### src/rtl/brw_pkg.sv
// Constants for the reset-exit boot and core wake block.
// Assumes a 32-bit byte-addressed configuration flash read port.
package brw_pkg;

  // ----------------------------------------
  // Record layout
  // ----------------------------------------
  localparam logic [31:0] BRW_OFS_TAG      = 32'h0000_0000;
  localparam logic [31:0] BRW_OFS_VEC_BOOT = 32'h0000_0004;
  localparam logic [31:0] BRW_OFS_VEC_C0   = 32'h0000_0008;
  localparam logic [31:0] BRW_OFS_VEC_C1   = 32'h0000_000c;
  localparam logic [7:0]  BRW_TAG_VALUE    = 8'ha5;
  localparam int          BRW_TAG_LSB      = 16;
  localparam int          BRW_EN_BOOT_BIT  = 0;
  localparam int          BRW_EN_C0_BIT    = 1;
  localparam int          BRW_EN_C1_BIT    = 2;
  localparam int          BRW_ZERO_LSB     = 3;
  localparam int          BRW_ZERO_MSB     = 15;

  // ----------------------------------------
  // Core numbering: boot processor is core two
  // ----------------------------------------
  localparam int          BRW_NUM_CORES    = 3;
  localparam int          BRW_BOOT_CORE    = 2;

  // ----------------------------------------
  // Sequencer states
  // ----------------------------------------
  typedef enum logic [7:0] {
    BRW_SEQ_RESET   = 8'h01,
    BRW_SEQ_CFG_RD  = 8'h02,
    BRW_SEQ_TAG_RD  = 8'h04,
    BRW_SEQ_VEC_RD  = 8'h08,
    BRW_SEQ_AUX_RD  = 8'h10,
    BRW_SEQ_WAKE    = 8'h20,
    BRW_SEQ_IDLE    = 8'h40,
    BRW_SEQ_FAIL    = 8'h80
  } brw_state_t;

endpackage

### src/rtl/brw_boot_wake.sv
// Reset-exit boot sequencer: reads the configuration record and boot header,
// then hands start addresses and wake enables to the processor cores.
// Assumes a flash read port that flags each answer with i_rd_valid, after any delay.
`timescale 1ns/1ps
`default_nettype none
module brw_boot_wake (
  input  wire logic        i_core_clk,
  input  wire logic        i_rst_b,
  input  wire logic        i_reset_seq_done,
  input  wire logic [31:0] i_cfg_boot_vector,
  input  wire logic        i_cfg_assist_en,
  input  wire logic        i_cfg_security_en,
  input  wire logic [31:0] i_assist_base,
  input  wire logic [31:0] i_assist_size,
  output logic             o_rd_req,
  output logic [31:0]      o_rd_addr,
  input  wire logic [31:0] i_rd_data,
  input  wire logic        i_rd_valid,
  output logic [2:0]       o_core_wake,
  output logic [95:0]      o_core_start_addr,
  output logic             o_security_wake,
  output logic             o_func_idle,
  output logic             o_boot_fail
);
  import brw_pkg::*;

  // ----------------------------------------
  // State
  // ----------------------------------------
  brw_state_t  state_ff,   nxt_state;
  logic [31:0] base_ff,    nxt_base;
  logic [31:0] boot_ff,    nxt_boot;
  logic [31:0] c0_ff,      nxt_c0;
  logic [31:0] c1_ff,      nxt_c1;
  logic [2:0]  en_ff,      nxt_en;
  logic        assist_ff,  nxt_assist;
  logic        sec_ff,     nxt_sec;
  logic        tag_ok;
  logic [2:0]  tag_en;

  // Range test applied to the configured boot vector only
  function automatic logic in_assist(input logic [31:0] a, input logic [31:0] b,
                                     input logic [31:0] s);
    in_assist = (a >= b) && ((a - b) < s);
  endfunction

  brw_hdr_check u_hdr (
    .i_word    (i_rd_data),
    .i_strict  (assist_ff),
    .o_tag_ok  (tag_ok),
    .o_enables (tag_en)
  );

  // ----------------------------------------
  // Sequencer next state
  // ----------------------------------------
  always_comb begin
    nxt_state  = state_ff;
    nxt_base   = base_ff;
    nxt_boot   = boot_ff;
    nxt_c0     = c0_ff;
    nxt_c1     = c1_ff;
    nxt_en     = en_ff;
    nxt_assist = assist_ff;
    nxt_sec    = sec_ff;
    case (state_ff)
      BRW_SEQ_RESET: begin
        if (i_reset_seq_done) begin
          nxt_state = BRW_SEQ_CFG_RD;
        end
      end
      BRW_SEQ_CFG_RD: begin
        // Straps caught after release, never under the async reset
        nxt_assist = i_cfg_assist_en;
        nxt_sec    = i_cfg_security_en;
        nxt_base   = i_cfg_boot_vector;
        if (in_assist(i_cfg_boot_vector, i_assist_base, i_assist_size)) begin
          nxt_state = BRW_SEQ_TAG_RD;
        end else begin
          nxt_state = BRW_SEQ_FAIL;
        end
      end
      BRW_SEQ_TAG_RD: begin
        if (i_rd_valid) begin
          if (tag_ok) begin
            // Direct boot: boot processor only
            nxt_en    = assist_ff ? tag_en : 3'b001;
            nxt_state = BRW_SEQ_VEC_RD;
          end else begin
            nxt_state = BRW_SEQ_FAIL;
          end
        end
      end
      BRW_SEQ_VEC_RD: begin
        if (i_rd_valid) begin
          nxt_boot  = i_rd_data;
          nxt_state = assist_ff ? BRW_SEQ_AUX_RD : BRW_SEQ_WAKE;
        end
      end
      BRW_SEQ_AUX_RD: begin
        // Two reads: core 0 then core 1, told apart by the address in flight
        if (i_rd_valid) begin
          if (o_rd_addr == base_ff + BRW_OFS_VEC_C0) begin
            nxt_c0 = i_rd_data;
          end else begin
            nxt_c1    = i_rd_data;
            nxt_state = BRW_SEQ_WAKE;
          end
        end
      end
      BRW_SEQ_WAKE: begin
        nxt_state = BRW_SEQ_IDLE;
      end
      BRW_SEQ_IDLE: begin
        nxt_state = BRW_SEQ_IDLE;
      end
      BRW_SEQ_FAIL: begin
        nxt_state = BRW_SEQ_FAIL;
      end
      default: begin
        nxt_state = BRW_SEQ_FAIL;
      end
    endcase
  end

  // ----------------------------------------
  // Sequencer registers
  // ----------------------------------------
  always_ff @(posedge i_core_clk or negedge i_rst_b) begin
    if (!i_rst_b) begin
      state_ff  <= BRW_SEQ_RESET;
      base_ff   <= 32'h0000_0000;
      boot_ff   <= 32'h0000_0000;
      c0_ff     <= 32'h0000_0000;
      c1_ff     <= 32'h0000_0000;
      en_ff     <= 3'h0;
      assist_ff <= 1'b0;
      sec_ff    <= 1'b0;
    end else begin
      state_ff  <= nxt_state;
      base_ff   <= nxt_base;
      boot_ff   <= nxt_boot;
      c0_ff     <= nxt_c0;
      c1_ff     <= nxt_c1;
      en_ff     <= nxt_en;
      assist_ff <= nxt_assist;
      sec_ff    <= nxt_sec;
    end
  end

  // ----------------------------------------
  // Read address sequencing
  // ----------------------------------------
  logic [31:0] addr_ff, nxt_addr;
  logic        req_ff,  nxt_req;

  // One request in flight; next issued the cycle after data returns
  always_comb begin
    nxt_addr = addr_ff;
    nxt_req  = 1'b0;
    case (nxt_state)
      BRW_SEQ_TAG_RD: begin
        nxt_addr = nxt_base + BRW_OFS_TAG;
        nxt_req  = (state_ff != BRW_SEQ_TAG_RD);
      end
      BRW_SEQ_VEC_RD: begin
        nxt_addr = base_ff + BRW_OFS_VEC_BOOT;
        nxt_req  = (state_ff != BRW_SEQ_VEC_RD);
      end
      BRW_SEQ_AUX_RD: begin
        if (state_ff != BRW_SEQ_AUX_RD) begin
          nxt_addr = base_ff + BRW_OFS_VEC_C0;
          nxt_req  = 1'b1;
        end else if (i_rd_valid) begin
          nxt_addr = base_ff + BRW_OFS_VEC_C1;
          nxt_req  = 1'b1;
        end
      end
      default: begin
        nxt_req = 1'b0;
      end
    endcase
  end

  always_ff @(posedge i_core_clk or negedge i_rst_b) begin
    if (!i_rst_b) begin
      addr_ff <= 32'h0000_0000;
      req_ff  <= 1'b0;
    end else begin
      addr_ff <= nxt_addr;
      req_ff  <= nxt_req;
    end
  end

  assign o_rd_req  = req_ff;
  assign o_rd_addr = addr_ff;

  // ----------------------------------------
  // Wake outputs
  // ----------------------------------------
  logic [2:0]  wake_ff, nxt_wake;
  logic [95:0] sa_ff,   nxt_sa;
  logic        secw_ff, nxt_secw;

  // Held until wake; boot core always woken, disabled cores 0 and 1 stay in reset with zero address
  always_comb begin
    nxt_wake = wake_ff;
    nxt_sa   = sa_ff;
    nxt_secw = secw_ff;
    if (state_ff == BRW_SEQ_WAKE) begin
      nxt_wake[BRW_BOOT_CORE] = 1'b1;
      nxt_sa[BRW_BOOT_CORE*32 +: 32] = boot_ff;
      nxt_wake[0] = en_ff[BRW_EN_C0_BIT];
      nxt_wake[1] = en_ff[BRW_EN_C1_BIT];
      nxt_sa[31:0]  = en_ff[BRW_EN_C0_BIT] ? c0_ff : 32'h0000_0000;
      nxt_sa[63:32] = en_ff[BRW_EN_C1_BIT] ? c1_ff : 32'h0000_0000;
      nxt_secw = sec_ff;
    end
  end

  always_ff @(posedge i_core_clk or negedge i_rst_b) begin
    if (!i_rst_b) begin
      wake_ff <= 3'h0;
      sa_ff   <= 96'h0;
      secw_ff <= 1'b0;
    end else begin
      wake_ff <= nxt_wake;
      sa_ff   <= nxt_sa;
      secw_ff <= nxt_secw;
    end
  end

  assign o_core_wake       = wake_ff;
  assign o_core_start_addr = sa_ff;
  assign o_security_wake   = secw_ff;
  assign o_func_idle       = (state_ff == BRW_SEQ_IDLE);
  assign o_boot_fail       = (state_ff == BRW_SEQ_FAIL);
endmodule
`default_nettype wire

### src/rtl/brw_hdr_check.sv
// Boot header tag checker.
// Assumes a word read back from flash in the same clock cycle it is held.
`timescale 1ns/1ps
`default_nettype none
module brw_hdr_check (
  input  wire logic [31:0] i_word,
  input  wire logic        i_strict,
  output logic             o_tag_ok,
  output logic [2:0]       o_enables
);
  import brw_pkg::*;

  // ----------------------------------------
  // Tag and flag decode
  // ----------------------------------------
  // Flags counted 31..29 from the MSB-0 end land on bits 0..2 here
  always_comb begin
    o_tag_ok  = (i_word[BRW_TAG_LSB +: 8] == BRW_TAG_VALUE);
    if (i_strict && (i_word[BRW_ZERO_MSB:BRW_ZERO_LSB] != 13'h0000)) begin
      o_tag_ok = 1'b0;
    end
    o_enables = i_word[BRW_EN_C1_BIT:BRW_EN_BOOT_BIT];
  end
endmodule
`default_nettype wire

### config.mk
export PLATFORM = sky130hd
export DESIGN_NAME = brw_boot_wake
export DESIGN_NICKNAME = d
export VERILOG_FILES = /design/src/rtl/brw_pkg.sv /design/src/rtl/brw_boot_wake.sv /design/src/rtl/brw_hdr_check.sv
export SDC_FILE = /design/constraint.sdc
export NUM_CORES = 1
export LEC_CHECK = 0
export BUFFER_PORTS_ARGS = -buffer_cell sky130_fd_sc_hd__buf_2
export CAP_MARGIN = 20
export CORE_ASPECT_RATIO = 1.25
export CORE_UTILIZATION = 40
export DETAILED_ROUTE_END_ITERATION = 8
export GPL_TIMING_DRIVEN = 0
export PLACE_DENSITY = 0.71
export SYNTH_ARGS = -nofsm -noshare
export SYNTH_HDL_FRONTEND = slang
export SYNTH_SLANG_ARGS = --single-unit
### constraint.sdc
create_clock -name i_core_clk -period 4.74 [get_ports i_core_clk]
set_input_delay 0.948 -clock i_core_clk [delete_from_list [all_inputs] [get_ports i_core_clk]]
set_output_delay 0.948 -clock i_core_clk [all_outputs]
set_load 0.01 [all_outputs]
==> results.md, run 1 <==
- Status: finished, violations left
- Failing checks: negative setup slack
- Final setup viols: 32
- Post-synth EDFFs: 0
- CTS H-tree depth: 1
- Hpwl dp: 35.9 mm
- Top delay family on crit path: simple AND/OR/NAND/NOR gates
- Starting Density: 40.8%
- Simple-gate area share of the yosys netlist: 14.7%
- Initial antenna violation count: 2
- Ports: 269
- Vias in the first global route: 13348
- R2r endpoint: o_rd_addr[19]
- Post-synth top area cell: dfrtp_1
- Total clock buffers created by CTS: 28
- Pwr Total: 5.62 mW
- Critical Path Start Type: input pin
- Clk buf depth: 3
- CP peak stage delay: 0.49 ns
- Unrepaired setup endpoints after global routing: true
- FILL cells: 3446
- Layout net count: 2083
- GPL Wtd Cong: 0.907
- Initial drt markers: 709
- Most common cell in the netlist: dfrtp_1
- Hold crit path type: in -> async
- First-pass GRT wire length: 72.9 mm
- Critical Path End: o_rd_addr[30]
- Slew margin rel.: 31.4%
- XOR/XNOR Fraction of Synth Area: 5.50%
- Slowest CP cell: or3b_4
- CTS clk-pin slew, worst paths: 0.06 ns
- First-pass DRT Iterations: 5
- Arrival time at the worst endpoint: 5.74 ns
- Remaining antenna violation count: 0
- Part of the Yosys area used for sequential elements: 44.7%
- Yosys cell types: 67
- Fmax: 0.188 GHz
- Slew Limit Fails: 0
- Synth Area in Adders: 5.61%
- Area of the core: 37500 um^2
- R2R depth: 12
- Post-synth ARST share: 100%
- Power per cell area: 299 nW/um^2
- Largest family of logic cells by synthesized area: simple AND/OR/NAND/NOR gates
- Die width: 177 um
- R2r setup slk: 0.21 ns
- Setup TNS: -16.26 ns
- Fraction of synthesized area in multiplexers: 12.5%
- Wirelength per Cell: 19.7 um
- Max Cap Viol: 0
- P&R area growth vs syn: 23.0%
- Top-area cell type share of the netlist area: 44.5%
- Clock latency on the worst-skew pair: 0.55 ns
- Global Route Usage Sum: 23.9%
- Critical Path Sink Type: flip-flop
- Crit-path max FO: 8
- Area contributors post-synth: dfrtp_1 (44%), mux2_2 (13%), ha_1 (5.5%), nand2_1 (4.9%), o21ai_0 (3.8%)
- CTS root buffer: clkbuf_16
- Routed vias/inst: 5.49
- Worst-path cell chain: buf_2 > ha_1 > nand2_1 > o21ai_1 > or3b_4 > o21ai_4 > a21oi_4 > a211oi_2 > o31a_1 > o21ai_0 > a21oi_1 > xnor2_1 > ha_1 > nand4_1 > buf_4 > nor3_4 > nor4_2 > o211ai_1 > and4b_2 > or3b_4 > buf_12 > mux2_4
- Hold buffers post-CTS: 0
- Final Hold Viols: 0
- Final wirelength: 47.1 mm
- GR Overflow Total: 0
- Critical path buffers and inverters: 3
- Syn avg cell area: 9.79 um^2
- CP Class: in -> reg
- Clk sink count: 273
- Synth Cell Area: 15300 um^2
- Via count: 13104
- Share of cells above drive strength 1: 31.8%
- Die area: 39000 um^2
- Final Cycle Share: 112%
- Critical Path RT: 5.17 ns
- Leading register cell type out of synthesis: dfrtp_1
- Pin count of the biggest net entering global routing: 126
- RR Startpoint: base_ff[3]
- DRC viols: 0
- Mapped Cells: 1562
- Seq cells post-synth: 273
- Final setup margin: -0.566 ns
- CTS tree: yes
- Height of the die: 221 um
- Clock skew: 0.0109 ns
- Top post-synthesis cells by count: dfrtp_1 (272), nand2_1 (199), mux2_2 (170)
- Port Buffers: 268
- WP depth: 22
- Crit. Startpoint: i_cfg_boot_vector[6]
- LEAKAGE: 9.20 nW
- Std-Cell Rows: 79
- Min cycle time layout: 5.31 ns
- Worst-Margin Slew: 1.03 ns
- Peak VDD IR: 0.204 mV
- Synth Area in Compound Gates: 12.7%
- Yosys warns: 0
- Nets in the synthesized netlist: 1764
==> where the power goes <==
group          switching [mW]  total, mW  internal [mW]
Clock                   0.940       2.09           1.15
Combinational           0.580       1.03          0.454
Sequential             0.0839       2.50           2.41
==> registers in the layout, indices dropped and copies added, names as in the netlist <==
register and cells:
o_core_start_addr 96, base_ff 32, boot_ff 32, c0_ff 32
c1_ff 32, o_rd_addr 32, state_ff 8, o_core_wake 3
en_ff 2, assist_ff 1, o_rd_req 1, o_security_wake 1
sec_ff 1
==> metrics by stage <==
stage / setup slack [ns] / hold WS (ns) / std cells / cell area, um^2 / utilization [%]
floorplan: -0.324 / 0.475 / 1562 / 15400 / -
global placement: -2.14 / 0.449 / 2316 / 17300 / 46.2
detailed placement: -1.55 / 0.448 / 2319 / 17400 / 46.4
CTS: -0.464 / 0.247 / 2379 / 18600 / 49.8
global route: -0.631 / 0.266 / 2385 / 18800 / 50.2
finish: -0.566 / 0.260 / 2386 / 18800 / 50.2
==> repair_timing <==
action,CTS,global route
gates cloned,1,1
pin swaps,24,23
buffers inserted,11,6
resized for setup,55,33
endpoints found under the setup margin,35,35
==> worst min-delay path by stage <==
stage	to	slack, ns	cells after the start
CTS	boot_ff[15]	0.25	1
finish	o_core_start_addr[78]	0.26	1
detailed placement	o_core_wake[2]	0.45	1
floorplan	o_security_wake	0.47	1
global route	o_core_start_addr[78]	0.27	1
global placement	o_core_wake[2]	0.45	1
==> routing by layer <==
| metal | up-vias | GRT usage (%) | wire, um | part of all wire [%] |
|---|---|---|---|---|
| met4 | 0 | 9.48 | 1660 | 3.5 |
| met2 | 512 | 43.9 | 23900 | 51 |
| met5 | - | 0 | 0 | 0 |
| met3 | 101 | 3.09 | 2800 | 5.9 |
| met1 | 6337 | 28.1 | 18700 | 40 |
| li1 | 6154 | - | - | - |
==> placed cells by master, fill, tap and decap left out, types with 6 or more instances in the layout <==
| cell | instances |
|---|---|
| and3_1 | 10 |
| inv_1 | 84 |
| clkbuf_16 | 29 |
| nor3_1 | 21 |
| a211oi_1 | 6 |
| nor4_1 | 10 |
| o21ai_0 | 109 |
| and4_1 | 8 |
| ha_1 | 57 |
| a31oi_1 | 16 |
| a21oi_1 | 48 |
| or3_1 | 15 |
| nor2b_1 | 8 |
| nand4_1 | 31 |
| a21oi_2 | 13 |
| nand2_1 | 199 |
| buf_4 | 18 |
| dfrtp_1 | 272 |
| o211ai_1 | 7 |
| o21a_1 | 6 |
| buf_2 | 278 |
| o21bai_1 | 6 |
| clkbuf_1 | 64 |
| mux2_2 | 168 |
| a21o_1 | 32 |
| o221ai_1 | 11 |
| or2_2 | 6 |
| xnor2_1 | 57 |
| nand3_1 | 28 |
| nor2_1 | 78 |
| o22ai_1 | 14 |
| nor2_2 | 8 |
| xor2_1 | 39 |
| clkinv_2 | 6 |
| ha_2 | 7 |
==> cell families after synthesis <==
kind of cell | count (synthesis)
compound gates | 318
xor+xnor | 96
fa+ha+maj | 68
buf+inv | 169
flops | 273
mux | 170
simple gates | 468
==> final cells by class <==
class                           count  area (um^2)  area share, %
Buffer                             83          382           2.03
Multi-Input combinational cell   1120         8200           43.6
Inverter                           85          332           1.76
Timing Repair Buffer              290         1590           8.46
Clock buffer                       34          763           4.06
Antenna cell                        1         2.50         0.0133
Clock inverter                     14          105          0.558
Tap cell                          486          608           3.23
Sequential cell                   273         6830           36.3
No activity file was read; power rests on OpenSTA's default activity.
==> inputs of run 2 (changes only) <==
--- a/config.mk
+++ b/config.mk
@@ -12,6 +12,8 @@
 export DETAILED_ROUTE_END_ITERATION = 8
 export GPL_TIMING_DRIVEN = 0
 export PLACE_DENSITY = 0.71
+export SETUP_SLACK_MARGIN = 0.15
+export SKIP_CTS_REPAIR_TIMING = 1
 export SYNTH_ARGS = -nofsm -noshare
 export SYNTH_HDL_FRONTEND = slang
 export SYNTH_SLANG_ARGS = --single-unit
==> results.md, run 2 (synthesis results as in run 1) <==
- Most common cell after layout, fill and taps aside: buf_2 (unchanged)
- Commonest non-fill, non-tap cells in the layout: buf_2 (277), dfrtp_1 (272), nand2_1 (199) (was buf_2 (278), dfrtp_1 (272), nand2_1 (199))
- Port Buffers: 268 (unchanged)
- GR Overflow Total: 0 (unchanged)
- Remaining antenna violation count: 0 (unchanged)
- LEAKAGE: 9.25 nW (was 9.20 nW)
- Critical Path Start Type: input pin (unchanged)
- CTS tree: yes (unchanged)
- Setup WS pre-CTS: -1.55 ns (unchanged)
- Peak VDD IR: 0.201 mV (was 0.204 mV)
- GPL Wtd Cong: 0.907 (unchanged)
- Worst-Margin Slew: 1.05 ns (was 1.03 ns)
- Final Cycle Share: 113% (was 112%)
- Met3 WL post-DR: 2.65 mm (was 2.80 mm)
- Slew margin rel.: 29.7% (was 31.4%)
- Clk buf depth: 3 (unchanged)
- Wire length on met2: 23.8 mm (was 23.9 mm)
- Crit. Startpoint: i_cfg_boot_vector[6] (unchanged)
- Pwr Total: 5.62 mW (about the same)
- P&R area growth vs syn: 23.2% (was 23.0%)
- First-pass DRT Iterations: 5 (unchanged)
- Initial antenna violation count: 2 (unchanged)
- Number of flip-flops under the largest register name: 96 (unchanged)
- Clock skew: 0.00667 ns (was 0.0109 ns)
- Final setup margin: -0.596 ns (was -0.566 ns)
- First-pass GRT wire length: 71.7 mm (was 72.9 mm)
- Std-Cell Rows: 79 (unchanged)
- CP Class: in -> reg (unchanged)
- Share of cells above drive strength 1: 31.8% (about the same)
- Initial drt markers: 806 (was 709)
- Area after DPL: 17400 um^2 (unchanged)
- Vias in the first global route: 13167 (was 13348)
- Via count: 13072 (was 13104)
- Arrival time at the worst endpoint: 5.77 ns (was 5.74 ns)
- FILL cells: 3449 (was 3446)
- Multi-input logic area: 8190 um^2 (was 8200 um^2)
- Wirelength per Cell: 19.6 um (was 19.7 um)
- Crit-path max FO: 5 (was 8)
- Power per cell area: 298 nW/um^2 (was 299 nW/um^2)
- Starting Density: 40.8% (unchanged)
- Placed Cells: 2319 (unchanged)
- Total clock buffers created by CTS: 28 (unchanged)
- Setup TNS: -17.45 ns (was -16.26 ns)
- Unrepaired setup endpoints after global routing: true (unchanged)
- RR Startpoint: base_ff[3] (unchanged)
- Global Route Usage Sum: 23.5% (was 23.9%)
- Routed vias/inst: 5.47 (was 5.49)
- Hold crit path type: in -> async (unchanged)
- Critical Path RT: 5.18 ns (was 5.17 ns)
- DRC viols: 0 (unchanged)
- Clock latency on the worst-skew pair: 0.55 ns (about the same)
- Die area: 39000 um^2 (unchanged)
- CTS root buffer: clkbuf_16 (unchanged)
- Area of the core: 37500 um^2 (unchanged)
- CTS clk-pin slew, worst paths: 0.06 ns (about the same)
- Non-Filler Cell Area, Final: 18800 um^2 (about the same)
- Max Used Layer: met4 (unchanged)
- Status: finished, violations left (unchanged)
- Routed metal-1 wire length: 18.7 mm (about the same)
- Layout net count: 2085 (was 2083)
- Fmax: 0.187 GHz (was 0.188 GHz)
- Min cycle time layout: 5.34 ns (was 5.31 ns)
- CTS H-tree depth: 1 (unchanged)
- Slew Limit Fails: 0 (unchanged)
- Final wirelength: 46.8 mm (was 47.1 mm)
- Final Non-Filler Cells: 2388 (was 2386)
- Max Cap Viol: 0 (unchanged)
- Clk sink count: 273 (unchanged)
- Critical Path Sink Type: flip-flop (unchanged)
- Hpwl dp: 35.9 mm (unchanged)
- Final setup viols: 32 (unchanged)
- Final Hold Viols: 0 (unchanged)
- Die width: 177 um (unchanged)
- Pin count of the biggest net entering global routing: 126 (unchanged)
- Height of the die: 221 um (unchanged)
- Failing checks: negative setup slack (unchanged)
- Sequential Area: 6830 um^2 (unchanged)
- Ports: 269 (unchanged)
## run 2: report_power, final
part           internal [mW]  total, mW  switching (mW)
Sequential              2.41       2.50          0.0867
Combinational          0.455       1.03           0.575
Clock                   1.15       2.09           0.944
## run 2: layout make-up
cell class | count | share of cell area [%]
well taps | 486 | 3.23
flip-flops and latches | 273 | 36.3
clock buffers | 34 | 4.05
plain buffers | 84 | 2.08
clock inverters | 14 | 0.558
multi-input cells | 1120 | 43.5
inverters | 85 | 1.76
repair buffers | 291 | 8.59
diodes | 1 | 0.0133
## run 2: worst paths after layout
path / endpoint / slack, ns / cells past startpoint
setup / recovery: o_rd_addr[30] / -0.60 / 23
hold / removal: o_core_start_addr[78] / 0.26 / 1
setup reg to reg: o_rd_addr[19] / 0.14 / 12
hold reg to reg: o_core_wake[2] / 0.46 / 1
max in group asynchronous: o_core_start_addr[32] / 3.52 / 2
min in group i_core_clk: o_core_wake[2] / 0.46 / 1
## run 2: per-layer routing
| layer | up-vias | global-route usage (%) |
|---|---|---|
| met5 | - | 0 |
| met1 | 6352 | 27.6 |
| met3 | 93 | 3.20 |
| li1 | 6149 | - |
| met4 | 0 | 9.54 |
| met2 | 478 | 43.0 |
## run 2: through the flow
step,utilization [%],hold WS [ns]
3_5_place_dp,46.4,0.448
3_3_place_gp,46.2,0.449
2_1_floorplan,-,0.475
5_1_grt,50.3,0.266
6_report,50.3,0.262
4_1_cts,48.7,0.247
## run 2: critical path: stages
cell and delay (ns):
buf_2 0.13, ha_1 0.36, nand2_1 0.11, o21ai_1 0.10, or3b_4 0.40, o21ai_4 0.20, a21oi_4 0.10, a211oi_2 0.28
o31a_1 0.18, o21ai_0 0.10, a21oi_1 0.21, xnor2_1 0.11, ha_1 0.31, nand4_1 0.09, buf_4 0.17, nor4_4 0.28
nor4_2 0.06, o211ai_1 0.24, and4b_2 0.34, or3b_4 0.45, buf_12 0.16, buf_12 0.14, mux2_4 0.29
